==> src/ifsb_pkg.sv <==
// Constants for the interrupt flag status bank: register map, implemented
// bit masks, flag positions and status bits.
// Assumes one clock domain and a plain address/strobe register port.
`default_nettype none

package ifsb_pkg;

  // Register port geometry
  localparam int          IFSB_ADDR_W    = 4;
  localparam int          IFSB_DATA_W    = 16;
  localparam int          IFSB_NUM_REGS  = 4;

  // Register map (word addresses on the plain port)
  localparam logic [3:0]  IFSB_ADDR_FLAG1 = 4'h0;
  localparam logic [3:0]  IFSB_ADDR_FLAG2 = 4'h1;
  localparam logic [3:0]  IFSB_ADDR_FLAG3 = 4'h2;
  localparam logic [3:0]  IFSB_ADDR_FLAG4 = 4'h3;
  localparam logic [3:0]  IFSB_ADDR_EN1   = 4'h4;
  localparam logic [3:0]  IFSB_ADDR_EN4   = 4'h7;
  localparam logic [3:0]  IFSB_ADDR_STAT  = 4'h8;
  localparam logic [3:0]  IFSB_ADDR_MASK  = 4'h9;

  // Reset values
  localparam logic [15:0] IFSB_FLAG_RST   = 16'h0000;
  localparam logic [15:0] IFSB_EN_RST     = 16'h0000;
  localparam logic [1:0]  IFSB_STAT_RST   = 2'h0;
  localparam logic [1:0]  IFSB_MASK_RST   = 2'h0;

  // Implemented flag positions per register, index 0 is register one
  localparam logic [15:0] IFSB_IMPL1 = 16'hfe1f;
  localparam logic [15:0] IFSB_IMPL2 = 16'h22e3;
  localparam logic [15:0] IFSB_IMPL3 = 16'h4006;
  localparam logic [15:0] IFSB_IMPL4 = 16'h010e;

  // Flag positions, register one
  localparam int IFSB_UART_B_TX_POS     = 15;
  localparam int IFSB_UART_B_RX_POS     = 14;
  localparam int IFSB_EXT_IRQ_B_POS     = 13;
  localparam int IFSB_TIMER_FIVE_POS    = 12;
  localparam int IFSB_TIMER_FOUR_POS    = 11;
  localparam int IFSB_COMPARE_FOUR_POS  = 10;
  localparam int IFSB_COMPARE_THREE_POS = 9;
  localparam int IFSB_EXT_IRQ_A_POS     = 4;
  localparam int IFSB_PIN_CHANGE_POS    = 3;
  localparam int IFSB_COMPARATOR_POS    = 2;
  localparam int IFSB_I2C_A_MASTER_POS  = 1;
  localparam int IFSB_I2C_A_SLAVE_POS   = 0;
  // Register two
  localparam int IFSB_PARALLEL_PORT_POS = 13;
  localparam int IFSB_COMPARE_FIVE_POS  = 9;
  localparam int IFSB_CAPTURE_FIVE_POS  = 7;
  localparam int IFSB_CAPTURE_FOUR_POS  = 6;
  localparam int IFSB_CAPTURE_THREE_POS = 5;
  localparam int IFSB_SPI_B_EVENT_POS   = 1;
  localparam int IFSB_SPI_B_FAULT_POS   = 0;
  // Register three
  localparam int IFSB_CALENDAR_POS      = 14;
  localparam int IFSB_I2C_B_MASTER_POS  = 2;
  localparam int IFSB_I2C_B_SLAVE_POS   = 1;
  // Register four
  localparam int IFSB_LOW_VOLTAGE_POS   = 8;
  localparam int IFSB_CHECKSUM_GEN_POS  = 3;
  localparam int IFSB_UART_B_ERROR_POS  = 2;
  localparam int IFSB_UART_A_ERROR_POS  = 1;

  // Block status bits (sticky, write one to clear)
  localparam int IFSB_STAT_NEW_POS      = 0;
  localparam int IFSB_STAT_OVR_POS      = 1;

endpackage

`default_nettype wire

==> src/ifsb_bank.sv <==
// Interrupt flag status bank: four 16-bit pending-flag registers, their
// enable registers, a request line to the CPU and a block interrupt.
// Assumes peripheral events are one-cycle pulses on clk_sys and that the
// register master follows the plain strobe protocol.
//
// Local design decisions: the placing of the registers and the plain strobed port.
`default_nettype none

module ifsb_bank
  import ifsb_pkg::*;
(
  input  wire logic        clk_sys,   // System clock, 100 MHz
  input  wire logic        rstn,      // Synchronous reset, active low
  input  wire logic [3:0]  addr,      // Register word address
  input  wire logic [15:0] wdata,     // Write data
  input  wire logic        wr_en,     // Write strobe, one cycle
  input  wire logic        rd_en,     // Read strobe, one cycle
  output logic      [15:0] rdata,     // Read data, cycle after rd_en
  input  wire logic [15:0] evt_one,   // Event pulses, register one
  input  wire logic [15:0] evt_two,   // Event pulses, register two
  input  wire logic [15:0] evt_three, // Event pulses, register three
  input  wire logic [15:0] evt_four,  // Event pulses, register four
  output logic             cpu_req,   // Enabled flag pending, level
  output logic             irq        // Block interrupt, level
);

  // Flag, enable and event arrays, index 0 is register one
  logic [15:0] flag_r   [IFSB_NUM_REGS];
  logic [15:0] flag_nxt [IFSB_NUM_REGS];
  logic [15:0] en_r     [IFSB_NUM_REGS];
  logic [15:0] evt      [IFSB_NUM_REGS];
  logic [15:0] impl     [IFSB_NUM_REGS];
  logic [15:0] rdata_r;
  logic [15:0] rdata_nxt;
  logic [1:0]  stat_r;
  logic [1:0]  stat_nxt;
  logic [1:0]  mask_r;
  logic [3:0]  new_hit;
  logic [3:0]  ovr_hit;
  logic [3:0]  req_hit;

  // Masks and event vectors in array form for the loop below
  assign impl[0] = IFSB_IMPL1;
  assign impl[1] = IFSB_IMPL2;
  assign impl[2] = IFSB_IMPL3;
  assign impl[3] = IFSB_IMPL4;
  assign evt[0]  = evt_one;
  assign evt[1]  = evt_two;
  assign evt[2]  = evt_three;
  assign evt[3]  = evt_four;

  // One flag and one enable register per bank slot
  for (genvar i = 0; i < IFSB_NUM_REGS; i++) begin : g_bank
    // Set beats clear: an event in the write cycle still lands
    always_comb begin
      flag_nxt[i] = flag_r[i];
      if (wr_en && addr == IFSB_ADDR_FLAG1 + 4'(i)) begin
        flag_nxt[i] = wdata;
      end
      flag_nxt[i] = (flag_nxt[i] | evt[i]) & impl[i];
    end

    // Flags latch requests whatever the enable says
    always_ff @(posedge clk_sys) begin
      if (!rstn) begin
        flag_r[i] <= IFSB_FLAG_RST;
      end else begin
        flag_r[i] <= flag_nxt[i];
      end
    end

    // Enables share the flag layout; dead bits stay zero
    always_ff @(posedge clk_sys) begin
      if (!rstn) begin
        en_r[i] <= IFSB_EN_RST;
      end else if (wr_en && addr == IFSB_ADDR_EN1 + 4'(i)) begin
        en_r[i] <= wdata & impl[i];
      end
    end

    // Per-register event summaries
    assign new_hit[i] = |(evt[i] & ~flag_r[i] & impl[i]);
    assign ovr_hit[i] = |(evt[i] & flag_r[i] & impl[i]);
    assign req_hit[i] = |(flag_r[i] & en_r[i]);
  end

  // Named flag positions, register one
  // positions 15..9 carry the upper-byte sources
  // positions 4..0 carry the lower sources, 8..5 masked off
  // register two positions 13, 9, 7..5, 1, 0
  // register three positions 14, 2, 1
  // register four positions 8, 3, 2, 1

  // Request to the CPU only through an enabled pending flag
  assign cpu_req = |req_hit;

  // Block status: new request taken, or event on an already pending flag
  always_comb begin
    stat_nxt = stat_r;
    if (wr_en && addr == IFSB_ADDR_STAT) begin
      stat_nxt = stat_r & ~wdata[1:0];
    end
    stat_nxt[IFSB_STAT_NEW_POS] = stat_nxt[IFSB_STAT_NEW_POS] | (|new_hit);
    stat_nxt[IFSB_STAT_OVR_POS] = stat_nxt[IFSB_STAT_OVR_POS] | (|ovr_hit);
  end

  // Sticky status, write one to clear, set wins
  always_ff @(posedge clk_sys) begin
    if (!rstn) begin
      stat_r <= IFSB_STAT_RST;
    end else begin
      stat_r <= stat_nxt;
    end
  end

  // Interrupt mask
  always_ff @(posedge clk_sys) begin
    if (!rstn) begin
      mask_r <= IFSB_MASK_RST;
    end else if (wr_en && addr == IFSB_ADDR_MASK) begin
      mask_r <= wdata[1:0];
    end
  end

  // Level interrupt straight from registers, no extra lag
  assign irq = |(stat_r & mask_r);

  // Read multiplexer; unmapped addresses return zero
  always_comb begin
    rdata_nxt = 16'h0000;
    case (addr)
      4'h0, 4'h1, 4'h2, 4'h3: begin
        rdata_nxt = flag_r[addr[1:0]] & impl[addr[1:0]];
      end
      4'h4, 4'h5, 4'h6, 4'h7: begin
        rdata_nxt = en_r[addr[1:0]];
      end
      IFSB_ADDR_STAT: begin
        rdata_nxt = {14'h0, stat_r};
      end
      IFSB_ADDR_MASK: begin
        rdata_nxt = {14'h0, mask_r};
      end
      default: begin
        rdata_nxt = 16'h0000;
      end
    endcase
  end

  // Read data stands one cycle only, zero otherwise
  always_ff @(posedge clk_sys) begin
    if (!rstn) begin
      rdata_r <= 16'h0000;
    end else if (rd_en) begin
      rdata_r <= rdata_nxt;
    end else begin
      rdata_r <= 16'h0000;
    end
  end

  assign rdata = rdata_r;
endmodule

`default_nettype wire

==> config.mk <==
export PLATFORM = sky130hd
export DESIGN_NAME = ifsb_bank
export DESIGN_NICKNAME = d
export VERILOG_FILES = /design/src/ifsb_pkg.sv /design/src/ifsb_bank.sv
export SDC_FILE = /design/constraint.sdc
export NUM_CORES = 1
export LEC_CHECK = 0
export ABC_AREA = 1
export BUFFER_PORTS_ARGS = -buffer_cell sky130_fd_sc_hd__buf_2
export CORE_ASPECT_RATIO = 1.75
export CORE_UTILIZATION = 40
export CTS_CLUSTER_SIZE = 12
export DETAILED_ROUTE_END_ITERATION = 8
export PLACE_DENSITY = 0.7
export SETUP_SLACK_MARGIN = 0.15
export SYNTH_ARGS = -nofsm -noshare
export SYNTH_HDL_FRONTEND = slang
export SYNTH_SLANG_ARGS = --single-unit
==> constraint.sdc <==
create_clock -name clk_sys -period 4.15 [get_ports clk_sys]
set_clock_uncertainty 0.15 [all_clocks]
set_input_delay 0.6225 -clock clk_sys [delete_from_list [all_inputs] [get_ports clk_sys]]
set_output_delay 0.6225 -clock clk_sys [all_outputs]
set_load 0.05 [all_outputs]
Word level (Yosys, flattened, before mapping):

Memory sizes are Yosys's and may differ from the RTL's.
Cells that the tools add are included.

* word-level logic and storage cells: 99
* bits in latches: 0
* memory bits (read-only): 0
* RAM bits: 128
* output and inout bits: 18
* register bits after elaboration: 20
* memories kept: 2

Memories
* en_r: depth 4, bits a word 16, rd ports 5, clocked after Yosys merged registers in 0, write ports 4, line ifsb_bank.sv:30 `logic [15:0] en_r [IFSB_NUM_REGS];`
* flag_r: depth 4, bits a word 16, rd ports 5, clocked after Yosys merged registers in 0, write ports 4, line ifsb_bank.sv:28 `logic [15:0] flag_r [IFSB_NUM_REGS];`

* div/mod/pow operators: 0
* equal/unequal tests: 9
* bitwise logic cells: 35
* shifts and indexed selects: 0
* $add $sub $neg: 0
* multiply operators: 0
* mux-type cells: 31
* reduce and logical (&&, ||, !) cells: 18
* $lt $le $gt $ge: 1

Operators with widths (number)
* 2-to-1 mux 16 bit: 11
* AND 16 bit: 7
* case mux 16 bit (4 select lines): 1
* OR reduction 64 bit: 1
* OR reduction 26 bit: 2
* binary-select mux 16 bit (select 2 bit): 1
* AND 15 bit: 2
* AND 14 bit: 2
* AND 9 bit: 2
* == test 4 x 3 -> 1 bit, second input constant: 4
* NOT 16 bit: 1
* bitwise OR 16 bit: 1
* 2-to-1 mux 15 bit: 1
* NOT 15 bit: 1
* bitwise OR 15 bit: 1
* 2-to-1 mux 1 bit: 14
* 2-to-1 mux 14 bit: 1
* NOT 14 bit: 1
* bitwise OR 14 bit: 1
* logical AND 1 bit: 10
* bitwise OR 1 bit: 10
* 2-to-1 mux 9 bit: 1
* NOT 9 bit: 1
* bitwise OR 9 bit: 1
* 12 further kinds: 16

Logic depth before layout (Yosys ltp):

Gate-level depths: netlist of the first run.

* depth in word-level cells: 6
* mapped depth: 13

Worst setup path before layout of the first run:

Ideal clock, no wire load.

* kind: input-to-reg
* start point: input port addr[1]
* end point: memory en_r[0][0], enable pin
* data arrival time: 2.213 ns
* setup slack: 1.389 ns
* data required time: 3.602 ns
* stages on the path: 6
* cell sequence: clkinv_1 > buf_2 > ha_1 > buf_6 > nand2_1 > o21ai_0

RTL lines
* start: declaration: line ifsb_bank.sv:14 `input wire logic [3:0] addr,`
* end: declaration: line ifsb_bank.sv:30

==> results of run 1 <==
-- registers in the layout (all words and copies together), names as in the netlist --
signal and cells:
rdata 16, stat_r 2, mask_r 2, flag_r 26, en_r 26
-- cells in the mapped netlist (all sizes together) (3+ instances only) --
cell type / count
nand2: 172
inv: 101
nor2: 73
dfxtp: 46
o21ai: 37
nand3: 30
edfxtp: 26
a21oi: 20
a31oi: 13
buf: 11
nand4: 11
nor3: 9
o22ai: 7
clkbuf: 5
ha: 4
a22o: 3
clkinv: 3
o31ai: 3
-- routing by layer --
metal | vias up | part of all wire, % | GRT usage, %
met5 | - | 0 | 0
met4 | 0 | 5.3 | 15.8
met3 | 31 | 4.0 | 2.79
met2 | 141 | 51 | 41.9
met1 | 1789 | 39 | 26.4
li1 | 1974 | - | -
-- cell families (layout without fill, tap and decap cells) --
| group | Yosys count | count (layout) | share of synthesized area, % |
|---|---|---|---|
| fa+ha+maj | 4 | 4 | 1.26 |
| simple gates | 296 | 296 | 31.0 |
| compound gates | 86 | 86 | 12.2 |
| buf+inv | 120 | 193 | 12.8 |
| flops | 72 | 72 | 42.8 |
-- final cells by class --
class                           instances  area share (%)
Inverter                              104            8.31
Multi-Input combinational cell        386            37.3
Timing Repair Buffer                   73            8.05
Tap cell                              122            3.23
Clock buffer                           13            6.19
Sequential cell                        72            36.0
Clock inverter                          3           0.926
-- worst max-delay path, stage by stage --
cell	delay, ns
buf_2	0.11
inv_2	0.23
ha_1	0.52
nand2_1	0.12
inv_1	0.14
nand3_1	0.44
nor2_1	0.26
-- per-stage QoR --
step	setup slack, ns	instance area (sq um)
2_1_floorplan	1.39	3970
3_3_place_gp	1.46	4390
3_5_place_dp	1.45	4390
4_1_cts	1.75	4730
5_1_grt	1.65	4730
6_report	1.71	4730
-- layout by cell type, fill, tap and decap left out --
| cell type | n |
|---|---|
| a21boi_0 | 2 |
| a21oi_1 | 20 |
| a22o_1 | 3 |
| a31oi_1 | 13 |
| buf_2 | 67 |
| buf_4 | 6 |
| bufinv_16 | 1 |
| clkbuf_1 | 1 |
| clkbuf_16 | 11 |
| clkbuf_8 | 1 |
| clkinv_1 | 3 |
| clkinv_2 | 1 |
| clkinv_4 | 1 |
| dfxtp_1 | 46 |
| edfxtp_1 | 26 |
| ha_1 | 4 |
| inv_1 | 97 |
| inv_2 | 3 |
| inv_4 | 1 |
| nand2_1 | 168 |
| nand2_2 | 3 |
| nand2_4 | 1 |
| nand3_1 | 29 |
| nand3_2 | 1 |
| nand4_1 | 11 |
| nor2_1 | 69 |
| nor2_2 | 2 |
| nor2_4 | 2 |
| nor3_1 | 9 |
| nor4_1 | 1 |
| o2111ai_1 | 1 |
| o21ai_0 | 35 |
| o21ai_1 | 2 |
| o22ai_1 | 7 |
| o31ai_1 | 3 |
-- how the worst min path moves through the flow --
stage	start	to	slack [ns]	cells past startpoint
2_1_floorplan	flag_r[2][2]	flag_r[2][2]	0.32	2
3_3_place_gp	flag_r[0][11]	flag_r[0][11]	0.34	2
3_5_place_dp	flag_r[0][0]	flag_r[0][0]	0.35	2
4_1_cts	flag_r[0][0]	flag_r[0][0]	0.36	2
5_1_grt	evt_two[9]	flag_r[1][9]	0.39	3
6_report	flag_r[0][0]	flag_r[0][0]	0.36	2
-- report_power, final --
part	switching, uW	leakage (uW)	internal (uW)
logic	161	0.00160	79.5
registers	30.1	0.000629	769
clock network	287	0.000166	555
==> summary.md, run 1 <==
| Metric | Value |
|---|---|
| Clock sink total | `72` |
| Min-Delay Path Class | `flip-flop to flip-flop` |
| Setup Buffers After CTS | `0` |
| CTS Buf Count | `9` |
| Dpl cells | `757` |
| Post-route setup TNS | `0 ns` |
| Antenna cell count | `0` |
| Core box area | `0.00953 sq mm` |
| Share of the synthesized area in the top cell type | `23.2%` |
| Leakage | `0.00240 uW` |
| DR DRC count | `0` |
| Fillers | `1024` |
| Number of vias in the routed layout | `3935` |
| CTS Hold Buffers Added | `0` |
| Largest net degree at the start of global routing | `38` |
| Async set-or-reset flop fraction in the synthesized netlist | `0%` |
| Tot GR Track Use | `23.7%` |
| FMAX | `410 MHz` |
| Post-CTS resize count | `0` |
| Final nets | `738` |
| Routed vias/inst | `5.09` |
| Synth warn | `0` |
| Final max-slew violation count | `0` |
| Drt total wl | `11.8 mm` |
| Area leader, netlist | `dfxtp_1` |
| Drt first pass iters | `5` |
| Max-cap viol count | `0` |
| H-tree Lvls | `3` |
| Layout area overhead | `19.0%` |
| Worst skew pair latency | `0.33 ns` |
| Worst Path Required | `4.17 ns` |
| Post-synthesis cell type count | `32` |
| Final period utilization | `58.7%` |
| Slew margin rel. | `46.2%` |
| Multi-input gate area | `0.00176 sq mm` |
| Post-synth EDFFs | `26` |
| Max VDD drop | `0.266 mV` |
| Crit Path Max Fanout | `14` |
| Layout Cells excl Fill | `773` |
| Drt wl/cell | `15.3 um` |
| Syn Nets | `670` |
| R2R cell count | `9` |
| Crit path to | `en_r[0][14]` |
| Element type at the critical path start | `input pin` |
| Port-buffer cells | `67` |
| WS Path Type | `input pin to flip-flop` |
| DRT iter0 DRCs | `397` |
| Initial antenna violation count | `0` |
| Synth Register Bits | `72` |
| Avg Cell Area, Syn | `6.87 sq um` |
| Clock tree root buffer cell | `clkbuf_16` |
| Overall die area | `0.0103 sq mm` |
| Bufs on Longest Clock Path | `2` |
| Worst setup startpoint | `addr[0]` |
| Cell Rows | `47` |
| Global-route wire length before repair | `18.2 mm` |
| Layout cells sized above 1 | `15.5%` |
| Mapped Cells | `578` |
| RSZ-0062 raised after global routing | `no` |
| Fin. Hold Viols | `0` |
| PwrDens | `398 mW/mm^2` |
| Register area share after synthesis | `42.8%` |
| Initial Util | `41.7%` |
| Num ports | `106` |
| Status | `finished, final reports clean` |
| R2r startpoint | `flag_r[0][10]` |
| Gr ovfl total | `0` |
| Die height | `134 um` |
| Die Span X | `77.3 um` |
| Final hold slack | `0.362 ns` |
| Vias in the first global route | `3599` |
| Cell area after synthesis | `0.00397 sq mm` |
| Detail Route Antenna Nets | `0` |
| Data arrival, critical path | `2.46 ns` |
| Final setup fails | `0` |
| R2r endpoint | `stat_r[0]` |
| Final GP Congestion | `0.933` |
| Top_reg_cell synth | `dfxtp_1` |
| CTS tree | `yes` |
| CTS clock-pin slew for the worst setup and hold paths | `0.06 ns` |
| Power Total | `1880 uW` |
| HPWL Detailed | `9.14 mm` |
| Worst Tran Pin Value | `0.799 ns` |
| Seq. cell area | `0.00170 sq mm` |
| Critical Path Sink Type | `flip-flop` |
| Period minus WS final | `2.44 ns` |
| Flop2flop setup slack | `2.73 ns` |
| Ranking of synthesized cells by area | `dfxtp_1, edfxtp_1, nand2_1, inv_1, nor2_1` |
| Final Core Density | `49.6%` |
(Power assumes the default switching activity.)
==> run 2: changes to the inputs <==
ABC_AREA = 0   (was 1)
PLACE_DENSITY = 0.74   (was 0.7)
clock period = 2.1 ns   (was 4.15 ns; I/O delays follow)
==> run 2 against run 1 <==
  * The flow now finishes with violations (negative setup slack)
  * Die area is 8.5% lower
  * Cell count is 26% lower
  * Largest cell class unchanged
  * Non-clock buffer count is 25 higher
  * First-iteration DRC count is 33% lower
  * Register-to-register slack worse by 2.4 ns
  * Clock power is 110% higher
  * Combinational power is 100% higher
==> summary.md, run 2 <==
| Metric | Value |
|---|---|
| Met1 WL | `4.03 mm` |
| Die height | `128 um` |
| Met2 WL post-DR | `6.07 mm` |
| HPWL Detailed | `9.00 mm` |
| DR DRC count | `0` |
| Psw | `922 uW` |
| Num ports | `106` |
| Data arrival, critical path | `1.67 ns` |
| Failing checks | `negative setup slack` |
| Highest metal used | `met4` |
| Core box area | `0.00873 sq mm` |
| Synth Register Bits | `72` |
| Bufs and invs on worst path | `1` |
| Placed Instance Area | `0.00429 sq mm` |
| Drt total wl | `11.5 mm` |
| Routed vias/inst | `5.75` |
| Leakage | `0.00201 uW` |
| Post-synthesis cell type count | `45` |
| Period minus WS final | `2.14 ns` |
| Post-synth EDFFs | `26` |
| Flop pwr share | `41.8%` |
| Post-synth top cells | `dfxtp_1, mux2i_1, inv_1, a21oi_1, edfxtp_1` |
| RSZ-0062 raised after global routing | `yes` |
| Layout area overhead | `28.3%` |
| Min-Delay Path Class | `input pin to flip-flop` |
| Ranking of synthesized cells by area | `dfxtp_1, edfxtp_1, mux2i_1, a22oi_1, a21oi_1` |
| Syn Nets | `445` |
| Overall die area | `0.00947 sq mm` |
| Commonest non-fill, non-tap cell in the layout | `buf_2` |
| Number of vias in the routed layout | `3270` |
| Final period utilization | `102%` |
| Fin. Hold Viols | `0` |
| CTS Buf Count | `9` |
| Post-route setup TNS | `-0.0386 ns` |
| Met3 WL post-DR | `822 um` |
| Cell area after synthesis | `0.00363 sq mm` |
| Most frequent cell after synthesis | `dfxtp_1` |
| Clock network power share | `45.3%` |
| Most used cell, CP | `nand4_1` |
| Vias in the first global route | `3378` |
| Status | `finished with violations` |
| Slew margin rel. | `43.5%` |
| Sw Ratio | `24.2%` |
| Max-cap viol count | `0` |
| Drt first pass iters | `5` |
| Combinational fraction of design power | `12.9%` |
| Layout cells sized above 1 | `28.8%` |
| Fillers | `765` |
| Avg Cell Area, Syn | `10.3 sq um` |
| CTS clock-pin slew for the worst setup and hold paths | `0.06 ns` |
| Mapped Cells | `353` |
| Flop2flop setup slack | `0.32 ns` |
| Initial antenna violation count | `0` |
| Int Pwr | `2890 uW` |
| Most frequent cells in the layout | `buf_2, dfxtp_1, mux2i_1` |
| Initial Util | `41.6%` |
| FMAX | `468 MHz` |
| Clock tree root buffer cell | `clkbuf_16` |
| Crit-path cells | `a22oi_1 > nand4_1 > nor2_2 > nand4_1 > buf_6` |
| Bufs on Longest Clock Path | `2` |
| CTS Hold Buffers Added | `0` |
| Final setup fails | `1` |
| Gr ovfl total | `0` |
| Detail Route Antenna Nets | `0` |
| Async set-or-reset flop fraction in the synthesized netlist | `0%` |
| DRT iter0 DRCs | `267` |
| PwrDens | `819 mW/mm^2` |
| Critical Path Sink Type | `output port` |
| WS Path Type | `flip-flop to output port` |
| Die Span X | `74.0 um` |
| Clock sink total | `72` |
| Final GP Congestion | `0.993` |
| Port-buffer cells | `67` |
| Worst Path Required | `1.63 ns` |
| Top_reg_cell synth | `dfxtp_1` |
| Cell family with most CP delay | `simple AND/OR/NAND/NOR gates` |
| Element type at the critical path start | `flip-flop` |
| Area leader, netlist | `dfxtp_1` |
| Worst Tran Pin Value | `0.843 ns` |
| Worst skew pair latency | `0.33 ns` |
| Tot GR Track Use | `26.3%` |
| Final WS setup | `-0.0386 ns` |
| Cell Rows | `45` |
| Largest net degree at the start of global routing | `31` |
| H-tree Lvls | `3` |
| Register area share after synthesis | `46.9%` |
| Antenna cell count | `0` |
| Final nets | `539` |
| Crit Path Max Fanout | `2` |
| Max VDD drop | `0.412 mV` |
| Cell area after layout | `0.00466 sq mm` |
| CTS tree | `yes` |
| DP Worst Slack | `0.0146 ns` |
| Share of the synthesized area in the top cell type | `25.4%` |
| Synth warn | `0` |
| Worst path max stage delay | `0.44 ns` |
| Critical Path Slowest Stage Cell | `edfxtp_1` |
| Final max-slew violation count | `0` |
| Drt wl/cell | `20.2 um` |
| Global-route wire length before repair | `17.9 mm` |
[run 2: repair_timing]
item | in CTS | in global routing
setup endpoints to repair | 1 | 1
setup buffers | 1 | 0
endpoints found under the hold margin | 0 | 0
pin swaps | 1 | 1
resized for setup | 5 | 0
[run 2: through the flow]
stage | hold WS, ns | power (uW) | instances | util [%]
2_1_floorplan | 0.293 | 1860 | 353 | -
3_3_place_gp | 0.354 | 2090 | 552 | 49.2
3_5_place_dp | 0.370 | 2100 | 552 | 49.2
4_1_cts | 0.0676 | 3820 | 569 | 53.3
5_1_grt | 0.109 | 3940 | 569 | 53.3
6_report | 0.0791 | 3810 | 569 | 53.3
[run 2: kinds of logic (layout without fill, tap and decap cells)]
kind of cell	count (synthesis)	after routing	synth area share, %
AND/OR/NAND/NOR	97	97	15.3
AO/OA/AOI/OAI	95	95	19.0
flip-flops	72	72	46.9
buffers and inverters	45	144	5.65
multiplexers	40	40	11.8
adder cells (fa/ha/maj)	4	4	1.38
[run 2: final timing paths]
| path | startpoint | endpoint | cells after the start |
|---|---|---|---|
| worst max-delay path | en_r[1][7] | cpu_req | 5 |
| worst min-delay path | addr[0] | rdata[14] | 2 |
| worst max register to register | flag_r[0][0] | stat_r[0] | 5 |
| worst min register to register | en_r[0][10] | rdata[10] | 2 |
[run 2: power groups by stage]
stage                     sequential (uW)  clock [uW]  combinational (uW)
after detailed placement             1620           0                 477
after CTS                            1590        1740                 485
final                                1590        1730                 492
after global placement               1620           0                 470
after global routing                 1600        1810                 530
after floorplan                      1600           0                 257
[run 2: cell type report]
class,count,area [sq um],share of cell area [%]
Tap cell,117,146,3.14
Sequential cell,72,1700,36.5
Timing Repair Buffer,98,599,12.9
Clock inverter,6,108,2.31
Multi-Input combinational cell,236,1760,37.8
Inverter,30,113,2.42
Clock buffer,10,229,4.92
[run 2: metal layers]
| metal | global-route usage, % | vias up |
|---|---|---|
| met5 | 0 | - |
| met4 | 14.7 | 0 |
| met3 | 4.95 | 41 |
| met2 | 46.1 | 170 |
| met1 | 28.6 | 1540 |
| li1 | - | 1519 |
